`src/shared/hsscc_pkg.sv`:
```
// constants, types and decode helpers of the high-speed clock control
package hsscc_pkg;
   // register bus geometry
   localparam int ADDR_W = 5;
   localparam int DATA_W = 32;
   // register byte offsets
   localparam logic [4:0] OFF_OSC_PIN = 5'h00; // osc_pin_control_reg
   localparam logic [4:0] OFF_OSC_CTL = 5'h04; // main_osc_control_reg
   localparam logic [4:0] OFF_CLK_MOD = 5'h08; // main_clock_mode_reg
   localparam logic [4:0] OFF_CPU_CLK = 5'h0c; // cpu_clock_control_reg
   localparam logic [4:0] OFF_OSC_STS = 5'h10; // osc_stable_count_status
   // field positions
   localparam int B_GAIN   = 0; // osc_gain_high
   localparam int B_PINSEL = 6; // hs_pin_osc_sel
   localparam int B_EXTSEL = 7; // ext_clock_input_sel
   localparam int B_HALT   = 7; // hs_clock_halt
   localparam int B_PERIPH = 0; // periph_clock_hs_sel
   localparam int B_MSTAT  = 1; // main_clock_src_status
   localparam int B_MAIN   = 2; // main_clock_hs_sel
   localparam int B_DIV    = 0; // cpu divider, three bits
   localparam int B_CSRC   = 4; // cpu_clock_source_sel
   localparam int B_CSTAT  = 5; // cpu_sub_clock_status
   localparam int B_STOP   = 7; // unused; the stop mode flag sits in bit 8 of the status word
   // reset values and the largest accepted divider code
   localparam logic       RST_HALT = 1'b1;
   localparam logic [2:0] RST_DIV  = 3'h1;
   localparam logic [2:0] DIV_MAX  = 3'h4;
   // axi responses
   localparam logic [1:0] RESP_OKAY   = 2'h0;
   localparam logic [1:0] RESP_SLVERR = 2'h2;
   // cpu clock pause after the gain goes high
   localparam int CLK_PERIOD_NS = 10;
   localparam int GAIN_HALT_NS  = 5000;
   localparam int GAIN_HALT_CYC =
      (GAIN_HALT_NS + CLK_PERIOD_NS - 1) / CLK_PERIOD_NS;
   localparam int HALT_CNT_W = 10;
   // cpu run state
   typedef enum logic [1:0] {
      st_run       = 2'b00,
      st_gain_hold = 2'b01,
      st_stop      = 2'b10
   } hsscc_state_t;
   // true when a byte address hits a mapped register
   function automatic logic hsscc_reg_hit(input logic [4:0] a);
      logic [4:0] w;
      w = {a[4:2], 2'b00};
      return (w == OFF_OSC_PIN) || (w == OFF_OSC_CTL) ||
             (w == OFF_CLK_MOD) || (w == OFF_CPU_CLK) ||
             (w == OFF_OSC_STS);
   endfunction
   // terminal count of the cpu divider for a ratio code
   function automatic logic [3:0] hsscc_div_limit(input logic [2:0] c);
      case (c)
         3'h0: return 4'h0;
         3'h1: return 4'h1;
         3'h2: return 4'h3;
         3'h3: return 4'h7;
         default: return 4'hf;
      endcase
   endfunction
endpackage

```
`src/shared/hsscc_tick_if.sv`:
```
// clock tick stream between the selector and divider stages
`timescale 1ns/1ns
interface hsscc_tick_if;
   logic tick;  // one-cycle pulse per source period
   logic alive; // source is running
   modport drv (output tick, output alive);
   modport rcv (input tick, input alive);
endinterface

```
`src/core/hsscc_ctrl.sv`:
```
// high-speed system clock control with axi4-lite registers
//
// The implementer's own choices: the address map and the AXI4-Lite slave port.
`timescale 1ns/1ns
module hsscc_ctrl
   import hsscc_pkg::*;
(
   input  wire logic              aclk,
   input  wire logic              aresetn,
   input  wire logic              ce,
   // axi4-lite slave
   input  wire logic [ADDR_W-1:0] s_axi_awaddr,
   input  wire logic [2:0]        s_axi_awprot,
   input  wire logic              s_axi_awvalid,
   output logic                   s_axi_awready,
   input  wire logic [DATA_W-1:0] s_axi_wdata,
   input  wire logic [3:0]        s_axi_wstrb,
   input  wire logic              s_axi_wvalid,
   output logic                   s_axi_wready,
   output logic [1:0]             s_axi_bresp,
   output logic                   s_axi_bvalid,
   input  wire logic              s_axi_bready,
   input  wire logic [ADDR_W-1:0] s_axi_araddr,
   input  wire logic [2:0]        s_axi_arprot,
   input  wire logic              s_axi_arvalid,
   output logic                   s_axi_arready,
   output logic [DATA_W-1:0]      s_axi_rdata,
   output logic [1:0]             s_axi_rresp,
   output logic                   s_axi_rvalid,
   input  wire logic              s_axi_rready,
   // clock sources as one-cycle ticks
   input  wire logic              hs_pad_tick,
   input  wire logic              ih_tick,
   input  wire logic              sub_tick,
   // stop instruction and its release
   input  wire logic              stop_exec,
   input  wire logic              stop_release,
   input  wire logic [7:0]        osc_stable_count_status,
   // pin and oscillator control
   output logic                   port_pin_a_en,
   output logic                   port_pin_b_en,
   output logic                   resonator_pin_a_en,
   output logic                   resonator_pin_b_en,
   output logic                   osc_amp_en,
   output logic                   ext_clk_in_en,
   output logic                   osc_gain_high,
   output logic                   stop_mode,
   // derived clocks as ticks
   output logic                   main_tick,
   output logic                   periph_tick,
   output logic                   cpu_tick
);
   // control registers
   logic                  gain_locked;
   logic                  hs_pin_osc_sel;
   logic                  ext_clock_input_sel;
   logic                  hs_clock_halt;
   logic                  main_clock_hs_sel;
   logic                  periph_clock_hs_sel;
   logic                  cpu_clock_source_sel;
   logic [2:0]            cpu_div;
   logic                  main_clock_src_status;
   logic                  cpu_sub_clock_status;
   hsscc_state_t          state;
   logic [HALT_CNT_W-1:0] halt_cnt;
   // bus side
   logic                  aw_full;
   logic                  w_full;
   logic [ADDR_W-1:0]     aw_addr;
   logic [7:0]            w_byte;
   logic                  w_lane;
   logic                  wr_go;
   logic                  wr_hit;
   logic [4:0]            wr_off;
   logic                  gain_set;
   logic [DATA_W-1:0]     rd_word;
   logic                  res_mode;
   logic                  ext_mode;
   logic                  hs_on;

   // tick streams
   hsscc_tick_if ih_if ();
   hsscc_tick_if hs_if ();
   hsscc_tick_if sub_if ();
   hsscc_tick_if main_if ();
   hsscc_tick_if per_if ();
   hsscc_tick_if div_if ();
   hsscc_tick_if cpu_if ();

   // handshake readies
   assign s_axi_awready = !aw_full && !s_axi_bvalid;
   assign s_axi_wready  = !w_full && !s_axi_bvalid;
   assign s_axi_arready = !s_axi_rvalid;
   assign wr_go         = aw_full && w_full;
   assign wr_off        = {aw_addr[4:2], 2'b00};
   assign wr_hit        = hsscc_reg_hit(aw_addr);

   // write address capture
   always_ff @(posedge aclk) begin
      if (!aresetn) begin
         aw_full <= 1'b0;
         aw_addr <= 5'h00;
      end else if (ce) begin
         if (s_axi_awvalid && s_axi_awready) begin
            aw_full <= 1'b1;
            aw_addr <= s_axi_awaddr;
         end else if (wr_go) begin
            aw_full <= 1'b0;
         end
      end
   end

   // write data capture, low byte holds every writable field
   always_ff @(posedge aclk) begin
      if (!aresetn) begin
         w_full <= 1'b0;
         w_byte <= 8'h00;
         w_lane <= 1'b0;
      end else if (ce) begin
         if (s_axi_wvalid && s_axi_wready) begin
            w_full <= 1'b1;
            w_byte <= s_axi_wdata[7:0];
            w_lane <= s_axi_wstrb[0];
         end else if (wr_go) begin
            w_full <= 1'b0;
         end
      end
   end

   // write response
   always_ff @(posedge aclk) begin
      if (!aresetn) begin
         s_axi_bvalid <= 1'b0;
         s_axi_bresp  <= RESP_OKAY;
      end else if (ce) begin
         if (wr_go) begin
            s_axi_bvalid <= 1'b1;
            s_axi_bresp  <= wr_hit ? RESP_OKAY : RESP_SLVERR;
         end else if (s_axi_bready) begin
            s_axi_bvalid <= 1'b0;
         end
      end
   end

   assign gain_set = wr_go && w_lane && wr_off == OFF_OSC_PIN &&
                     !gain_locked && w_byte[B_GAIN] != osc_gain_high;

   // oscillator pin control register
   always_ff @(posedge aclk) begin
      if (!aresetn) begin
         osc_gain_high       <= 1'b0;
         gain_locked         <= 1'b0;
         hs_pin_osc_sel      <= 1'b0;
         ext_clock_input_sel <= 1'b0;
      end else if (ce) begin
         if (gain_set) begin
            osc_gain_high <= w_byte[B_GAIN];
            gain_locked   <= 1'b1; // one change per reset
         end
         if (wr_go && w_lane && wr_off == OFF_OSC_PIN && !hs_on) begin
            hs_pin_osc_sel      <= w_byte[B_PINSEL];
            ext_clock_input_sel <= w_byte[B_EXTSEL];
         end
      end
   end

   always_ff @(posedge aclk) begin
      if (!aresetn) begin
         hs_clock_halt <= RST_HALT;
      end else if (ce && wr_go && w_lane && wr_off == OFF_OSC_CTL) begin
         hs_clock_halt <= w_byte[B_HALT];
      end
   end

   // main clock mode register
   always_ff @(posedge aclk) begin
      if (!aresetn) begin
         main_clock_hs_sel   <= 1'b0;
         periph_clock_hs_sel <= 1'b0;
      end else if (ce && wr_go && w_lane && wr_off == OFF_CLK_MOD) begin
         main_clock_hs_sel <= w_byte[B_MAIN];
         periph_clock_hs_sel <= w_byte[B_PERIPH] | w_byte[B_MAIN];
      end
   end

   // cpu clock control register
   always_ff @(posedge aclk) begin
      if (!aresetn) begin
         cpu_clock_source_sel <= 1'b0;
         cpu_div              <= RST_DIV;
      end else if (ce && wr_go && w_lane && wr_off == OFF_CPU_CLK) begin
         cpu_clock_source_sel <= w_byte[B_CSRC];
         if (w_byte[B_DIV+2:B_DIV] <= DIV_MAX) begin
            cpu_div <= w_byte[B_DIV+2:B_DIV];
         end
      end
   end

   // cpu run state: gain pause and stop mode
   always_ff @(posedge aclk) begin
      if (!aresetn) begin
         state    <= st_run;
         halt_cnt <= '0;
      end else if (ce) begin
         case (state)
            st_run: begin
               if (gain_set && w_byte[B_GAIN]) begin
                  state    <= st_gain_hold;
                  halt_cnt <= HALT_CNT_W'(GAIN_HALT_CYC - 1);
               end else if (stop_exec) begin
                  state <= st_stop;
               end
            end
            st_gain_hold: begin
               if (halt_cnt == '0) begin
                  state <= st_run;
               end else begin
                  halt_cnt <= halt_cnt - 1'b1;
               end
            end
            st_stop: begin
               if (stop_release) begin
                  state <= st_run;
               end
            end
            default: begin
               state <= st_run;
            end
         endcase
      end
   end

   assign res_mode = hs_pin_osc_sel && !ext_clock_input_sel;
   assign ext_mode = hs_pin_osc_sel && ext_clock_input_sel;
   assign hs_on    = !hs_clock_halt && state != st_stop &&
                     (res_mode || ext_mode);

   // registered pin and oscillator controls
   always_ff @(posedge aclk) begin
      if (!aresetn) begin
         port_pin_a_en      <= 1'b1;
         port_pin_b_en      <= 1'b1;
         resonator_pin_a_en <= 1'b0;
         resonator_pin_b_en <= 1'b0;
         osc_amp_en         <= 1'b0;
         ext_clk_in_en      <= 1'b0;
         stop_mode          <= 1'b0;
      end else if (ce) begin
         resonator_pin_a_en <= res_mode;
         resonator_pin_b_en <= res_mode;
         port_pin_a_en      <= !res_mode;
         port_pin_b_en      <= !hs_pin_osc_sel;
         osc_amp_en         <= hs_on && res_mode;
         ext_clk_in_en      <= hs_on && ext_mode;
         stop_mode          <= state == st_stop;
      end
   end

   // source streams; internal osc also stops in stop mode
   assign ih_if.tick   = ih_tick && state != st_stop;
   assign ih_if.alive  = state != st_stop;
   assign hs_if.tick   = hs_pad_tick && hs_on;
   assign hs_if.alive  = hs_on;
   assign sub_if.tick  = sub_tick;
   assign sub_if.alive = 1'b1;

   hsscc_tick_mux u_main_mux (
      .aclk    (aclk),
      .aresetn (aresetn),
      .ce      (ce),
      .sel_req (main_clock_hs_sel),
      .sel_now (main_clock_src_status),
      .src_a   (ih_if.rcv),
      .src_b   (hs_if.rcv),
      .out     (main_if.drv)
   );

   hsscc_tick_mux u_per_mux (
      .aclk    (aclk),
      .aresetn (aresetn),
      .ce      (ce),
      .sel_req (periph_clock_hs_sel),
      .sel_now (),
      .src_a   (ih_if.rcv),
      .src_b   (hs_if.rcv),
      .out     (per_if.drv)
   );

   hsscc_cpu_div u_div (
      .aclk    (aclk),
      .aresetn (aresetn),
      .ce      (ce),
      .code    (cpu_div),
      .din     (main_if.rcv),
      .dout    (div_if.drv)
   );

   hsscc_tick_mux u_cpu_mux (
      .aclk    (aclk),
      .aresetn (aresetn),
      .ce      (ce),
      .sel_req (cpu_clock_source_sel),
      .sel_now (cpu_sub_clock_status),
      .src_a   (div_if.rcv),
      .src_b   (sub_if.rcv),
      .out     (cpu_if.drv)
   );

   assign main_tick   = main_if.tick;
   assign periph_tick = per_if.tick;
   assign cpu_tick    = cpu_if.tick && state == st_run;

   // read word assembly
   always_comb begin
      rd_word = '0;
      case ({s_axi_araddr[4:2], 2'b00})
         OFF_OSC_PIN: begin
            rd_word[B_GAIN]   = osc_gain_high;
            rd_word[B_PINSEL] = hs_pin_osc_sel;
            rd_word[B_EXTSEL] = ext_clock_input_sel;
         end
         OFF_OSC_CTL: begin
            rd_word[B_HALT] = hs_clock_halt;
         end
         OFF_CLK_MOD: begin
            rd_word[B_PERIPH] = periph_clock_hs_sel;
            rd_word[B_MSTAT]  = main_clock_src_status;
            rd_word[B_MAIN]   = main_clock_hs_sel;
         end
         OFF_CPU_CLK: begin
            rd_word[B_DIV+2:B_DIV] = cpu_div;
            rd_word[B_CSRC]        = cpu_clock_source_sel;
            rd_word[B_CSTAT]       = cpu_sub_clock_status;
         end
         OFF_OSC_STS: begin
            rd_word[7:0]    = osc_stable_count_status;
            rd_word[8]      = stop_mode;
         end
         default: begin
            rd_word = '0;
         end
      endcase
   end

   // read channel
   always_ff @(posedge aclk) begin
      if (!aresetn) begin
         s_axi_rvalid <= 1'b0;
         s_axi_rdata  <= '0;
         s_axi_rresp  <= RESP_OKAY;
      end else if (ce) begin
         if (s_axi_arvalid && s_axi_arready) begin
            s_axi_rvalid <= 1'b1;
            s_axi_rdata  <= rd_word;
            s_axi_rresp  <= hsscc_reg_hit(s_axi_araddr) ?
                            RESP_OKAY : RESP_SLVERR;
         end else if (s_axi_rready) begin
            s_axi_rvalid <= 1'b0;
         end
      end
   end
endmodule

```
`src/core/hsscc_tick_mux.sv`:
```
// glitch-free selector between two tick streams
`timescale 1ns/1ns
module hsscc_tick_mux
   import hsscc_pkg::*;
(
   input  wire logic   aclk,
   input  wire logic   aresetn,
   input  wire logic   ce,
   input  wire logic   sel_req,
   output logic        sel_now,
   hsscc_tick_if.rcv   src_a,
   hsscc_tick_if.rcv   src_b,
   hsscc_tick_if.drv   out
);
   logic cur_tick;
   logic cur_alive;

   // current source as seen now
   always_comb begin
      cur_tick  = sel_now ? src_b.tick : src_a.tick;
      cur_alive = sel_now ? src_b.alive : src_a.alive;
   end

   always_ff @(posedge aclk) begin
      if (!aresetn) begin
         sel_now <= 1'b0;
      end else if (ce && sel_req != sel_now) begin
         if (cur_tick || !cur_alive) begin
            sel_now <= sel_req; // at a period boundary, or at once if the current source is dead
         end
      end
   end

   // selected stream
   assign out.tick  = ce & cur_tick;
   assign out.alive = cur_alive;
endmodule

```
`src/core/hsscc_cpu_div.sv`:
```
// programmable divider of the main clock tick stream
`timescale 1ns/1ns
module hsscc_cpu_div
   import hsscc_pkg::*;
(
   input  wire logic       aclk,
   input  wire logic       aresetn,
   input  wire logic       ce,
   input  wire logic [2:0] code,
   hsscc_tick_if.rcv       din,
   hsscc_tick_if.drv       dout
);
   logic [3:0] cnt;
   logic [3:0] lim;
   logic       wrap;

   assign wrap = cnt >= lim;

   always_ff @(posedge aclk) begin
      if (!aresetn) begin
         cnt <= 4'h0;
         lim <= hsscc_div_limit(RST_DIV);
      end else if (ce && din.tick) begin
         if (wrap) begin
            cnt <= 4'h0;
            lim <= hsscc_div_limit(code);
         end else begin
            cnt <= cnt + 4'h1;
         end
      end
   end

   // one output tick per divided period
   assign dout.tick  = ce & din.tick & wrap;
   assign dout.alive = din.alive;
endmodule

```
`config.mk`:
```
export PLATFORM = sky130hd
export DESIGN_NAME = hsscc_ctrl
export DESIGN_NICKNAME = d
export VERILOG_FILES = /design/src/shared/hsscc_pkg.sv /design/src/shared/hsscc_tick_if.sv /design/src/core/hsscc_ctrl.sv /design/src/core/hsscc_tick_mux.sv /design/src/core/hsscc_cpu_div.sv
export SDC_FILE = /design/constraint.sdc
export NUM_CORES = 1
export LEC_CHECK = 0
export BUFFER_PORTS_ARGS = -buffer_cell sky130_fd_sc_hd__buf_2
export CORE_UTILIZATION = 50
export DETAILED_ROUTE_END_ITERATION = 8
export GPL_ROUTABILITY_DRIVEN = 0
export PLACE_DENSITY = 0.79
export SYNTH_ARGS = -nofsm -noshare
export SYNTH_HDL_FRONTEND = slang
export SYNTH_SLANG_ARGS = --single-unit
```
`constraint.sdc`:
```
create_clock -name aclk -period 1.9 [get_ports aclk]
set_input_delay 0 -clock aclk [delete_from_list [all_inputs] [get_ports aclk]]
set_output_delay 0 -clock aclk [all_outputs]
set_load 0.01 [all_outputs]
```
==> out/results.ini <==
[pwr]
power_density_nw_per_um2=757.4
p_leak_nw=1.766
ir_worst_vdd_uv=507.6
post-layout-total-power_mw=3.148

[worst_hold_path]
hold_path.class=in -> reg
min_delay_path_depth=3

[cells_and_area]
area.growth.synth_to_final_pct=21.69
finish.instance_area_sq_um=4156
drive_gt1_share_pct=25.56
num_antenna_cells=0
finalNetCount=564

[run_status]
outcome=complete, but fails checks
violated_checks=DRC

[worst_setup_path]
number_of_cells_on_the_critical_path=7
rrSetupSlack_ns=0.12
setup.worst_path.end=cpu_tick
cp_slowest_stage_delay_ns=0.34
timing.critical_path.fanout_max=2
critical_path.cell_chain=inv_1 > ha_1 > nand2_1 > o21ai_2 > nand3b_1 > a211oi_2 > buf_2
worst-endpoint-arrival_ns=1.86
startpoint_type=flip-flop
path_class=reg -> out
timing.critical_path.slowest_stage_cell=dfxtp_1
r2r_cell_count=7
critPathTopFamily=compound AO/OA/AOI/OAI gates
reg2reg_from=halt_cnt[0]
worst-endpoint-required_ns=1.90
worstSetupEndpointType=primary output
path_buf_inv=2
timing.critical_path.from=u_div.lim[3]
regToRegEndpoint=halt_cnt[7]

[clocking]
clk_transition_reported_paths_ns=0.07
clockBufferDepth=2
htreeDepth=3
tritoncts_num_sinks=65
cts_root_buf=clkbuf_8
cts_buffers=9
clock_latency_ns=0.34
tritoncts=yes

[timing]
setup_viol=0
finalHoldViolations=0
tightestPinTransition_ns=0.5404
finalWorstPathRequiredPeriod_ns=1.860
finClkSkew_ns=0.005145
relSlewSlack_pct=63.92
fin_worst_hold_slack_ns=0.04034
slew_violations=0
clock.fmax_mhz=537.6
rsz0062_at_grt=true
part_of_the_cycle_the_worst_path_needs_pct=97.90
post-route-worst-setup-slack_ns=0.03983

[global_route]
largest_net_degree_at_the_start_of_global_routing=31
grt_pass1_vias=2872
initial_antenna_violation_count=0
grt_first_pass_wirelength_um=13310
grt_use_total_pct=23.49
gr-total-overflow=0

[synth]
sequential_fraction_of_the_synthesis_area_pct=38.10
post_synth_instance_area_sq_um=3416
synth_top_cells_by_area=dfxtp_1 38%, nor2_1 5.8%, buf_4 5.7%
synth_top_area_share_pct=38.10
ys_types=62
synth.ff_latch_count=65
synthesized_netlist_cell_count=399
fraction_of_registers_with_async_set_reset_pct=0
syn-mean-instance-area_sq_um=8.561
ys_warn_count=0
yosys_most_used_dff=dfxtp_1
synth_edf_count=0
most_area_hungry_cell_type_in_the_yosys_netlist=dfxtp_1

[detailed_routing]
number_of_detailed_route_iterations_in_the_first_pass=9
number_of_vias_per_cell_after_detailed_routing=5.528
postRouteWirelength_um=8155
ant_nets=0
drt_first_iter_violations=271
avgRoutedWirePerCell_um=14.41
detailroute.via_count=3129
drc=8

[placed_design]
dp.final_hpwl_um=5711
io_buffer_count=60
dpl_worst_slack_ns=0.03266
placed_cell_area_sq_um=3721

[run]
max-cap-violations=0

[floorplanning]
placeableCoreArea_sq_um=6459
pin_count=125
effective_utilization_at_floorplan_pct=52.89
floorplan.die.height_um=84.66
die_w_um=84.66
row_count=29
die_area_sq_um=7166

## worst min-delay path, cell delays in order
cell,delay (ns)
buf_2,0.17
nand3b_1,0.10
a21oi_1,0.06
## worst min-delay path by stage
stage | start | endpoint | slack (ns)
finish | s_axi_araddr[4] | s_axi_rresp[1] | 0.04
global route | aresetn | port_pin_b_en | 0.06
CTS | ce | state[1] | 0.03
detailed placement | s_axi_wstrb[0] | w_lane | 0.24
global placement | s_axi_wdata[6] | w_byte[6] | 0.23
floorplan | sub_tick | cpu_tick | 0.14
## layout make-up
type	instances	area, sq um
Tap cell	77	96.34
Timing Repair Buffer	95	613.1
Sequential cell	65	1303
Multi-Input combinational cell	300	1889
Inverter	13	48.80
Clock inverter	4	51.30
Clock buffer	12	155.1
Fill cell	535	2302
## registers in the layout, indices dropped and copies added (netlist names), 2 cells and up
register     flops
halt_cnt        10
w_byte           6
u_div.lim        4
state            2
u_div.cnt        4
aw_addr          3
s_axi_rdata      9
cpu_div          3
## synth_stat cells (4+ instances only)
| master | instances |
|---|---|
| a211oi_1 | 9 |
| nand3b_1 | 6 |
| buf_4 | 26 |
| and3_1 | 5 |
| dfxtp_1 | 65 |
| a21oi_1 | 35 |
| a22oi_1 | 6 |
| nor2_1 | 53 |
| o21ai_0 | 14 |
| nand2b_1 | 6 |
| nand3_1 | 12 |
| nand2_1 | 27 |
| xnor2_1 | 4 |
| clkbuf_1 | 9 |
| nor2b_1 | 5 |
| inv_1 | 12 |
| mux2i_1 | 18 |
| ha_1 | 7 |
| buf_6 | 5 |
| nor3_1 | 14 |
## placed cells by master (no fill, tap or decap), drive strengths merged, types with 6 or more instances in the layout
| master | n |
|---|---|
| dfxtp | 65 |
| a211oi | 9 |
| dlygate4sd3 | 15 |
| nor4 | 6 |
| nand3 | 12 |
| mux2i | 18 |
| nor2 | 53 |
| nand2b | 6 |
| nand2 | 28 |
| conb | 25 |
| nor3 | 15 |
| a22oi | 6 |
| ha | 7 |
| clkbuf | 12 |
| nand3b | 6 |
| o21ai | 16 |
| a21oi | 36 |
| buf | 80 |
| inv | 13 |
## cells by family after synthesis
group	after synthesis	share of synthesized area, %
buffers and inverters	58	11.03
other	1	0.1098
adder cells (fa/ha/maj)	7	2.564
AO/OA/AOI/OAI	86	16.52
XOR/XNOR	5	1.282
flip-flops	65	38.10
AND/OR/NAND/NOR	157	24.47
multiplexers	20	5.934
## through the flow
step	TNS, ns	util, %	std cells
6_report	0	64.35	566
3_3_place_gp	0	57.61	532
4_1_cts	0	63.64	564
3_5_place_dp	0	57.61	532
5_1_grt	-0.04122	64.35	566
2_1_floorplan	0	-	423
## layer usage
| layer | vias up | part of all wire (%) | global-route usage, % |
|---|---|---|---|
| li1 | 1543 | - | - |
| met1 | 1431 | 45 | 29.07 |
| met2 | 133 | 47 | 39.10 |
| met3 | 22 | 5.7 | 5.408 |
| met4 | 0 | 2.5 | 10.32 |
| met5 | - | 0 | 0 |
## report_power, final
group          leakage (nW)  internal (mW)  switching, mW
sequential            0.528           1.40         0.0407
combinational          1.14          0.220          0.269
clock                 0.103          0.678          0.535
total                  1.77           2.30          0.845
## what timing repair did
item	4_1_cts	5_1_grt
hold buffers	15	0
hold endpoints to repair	14	0
buffers inserted	1	2
resized for setup	6	5
setup endpoints to repair	1	8
pin swaps	3	4
(Power assumes the default switching activity.)
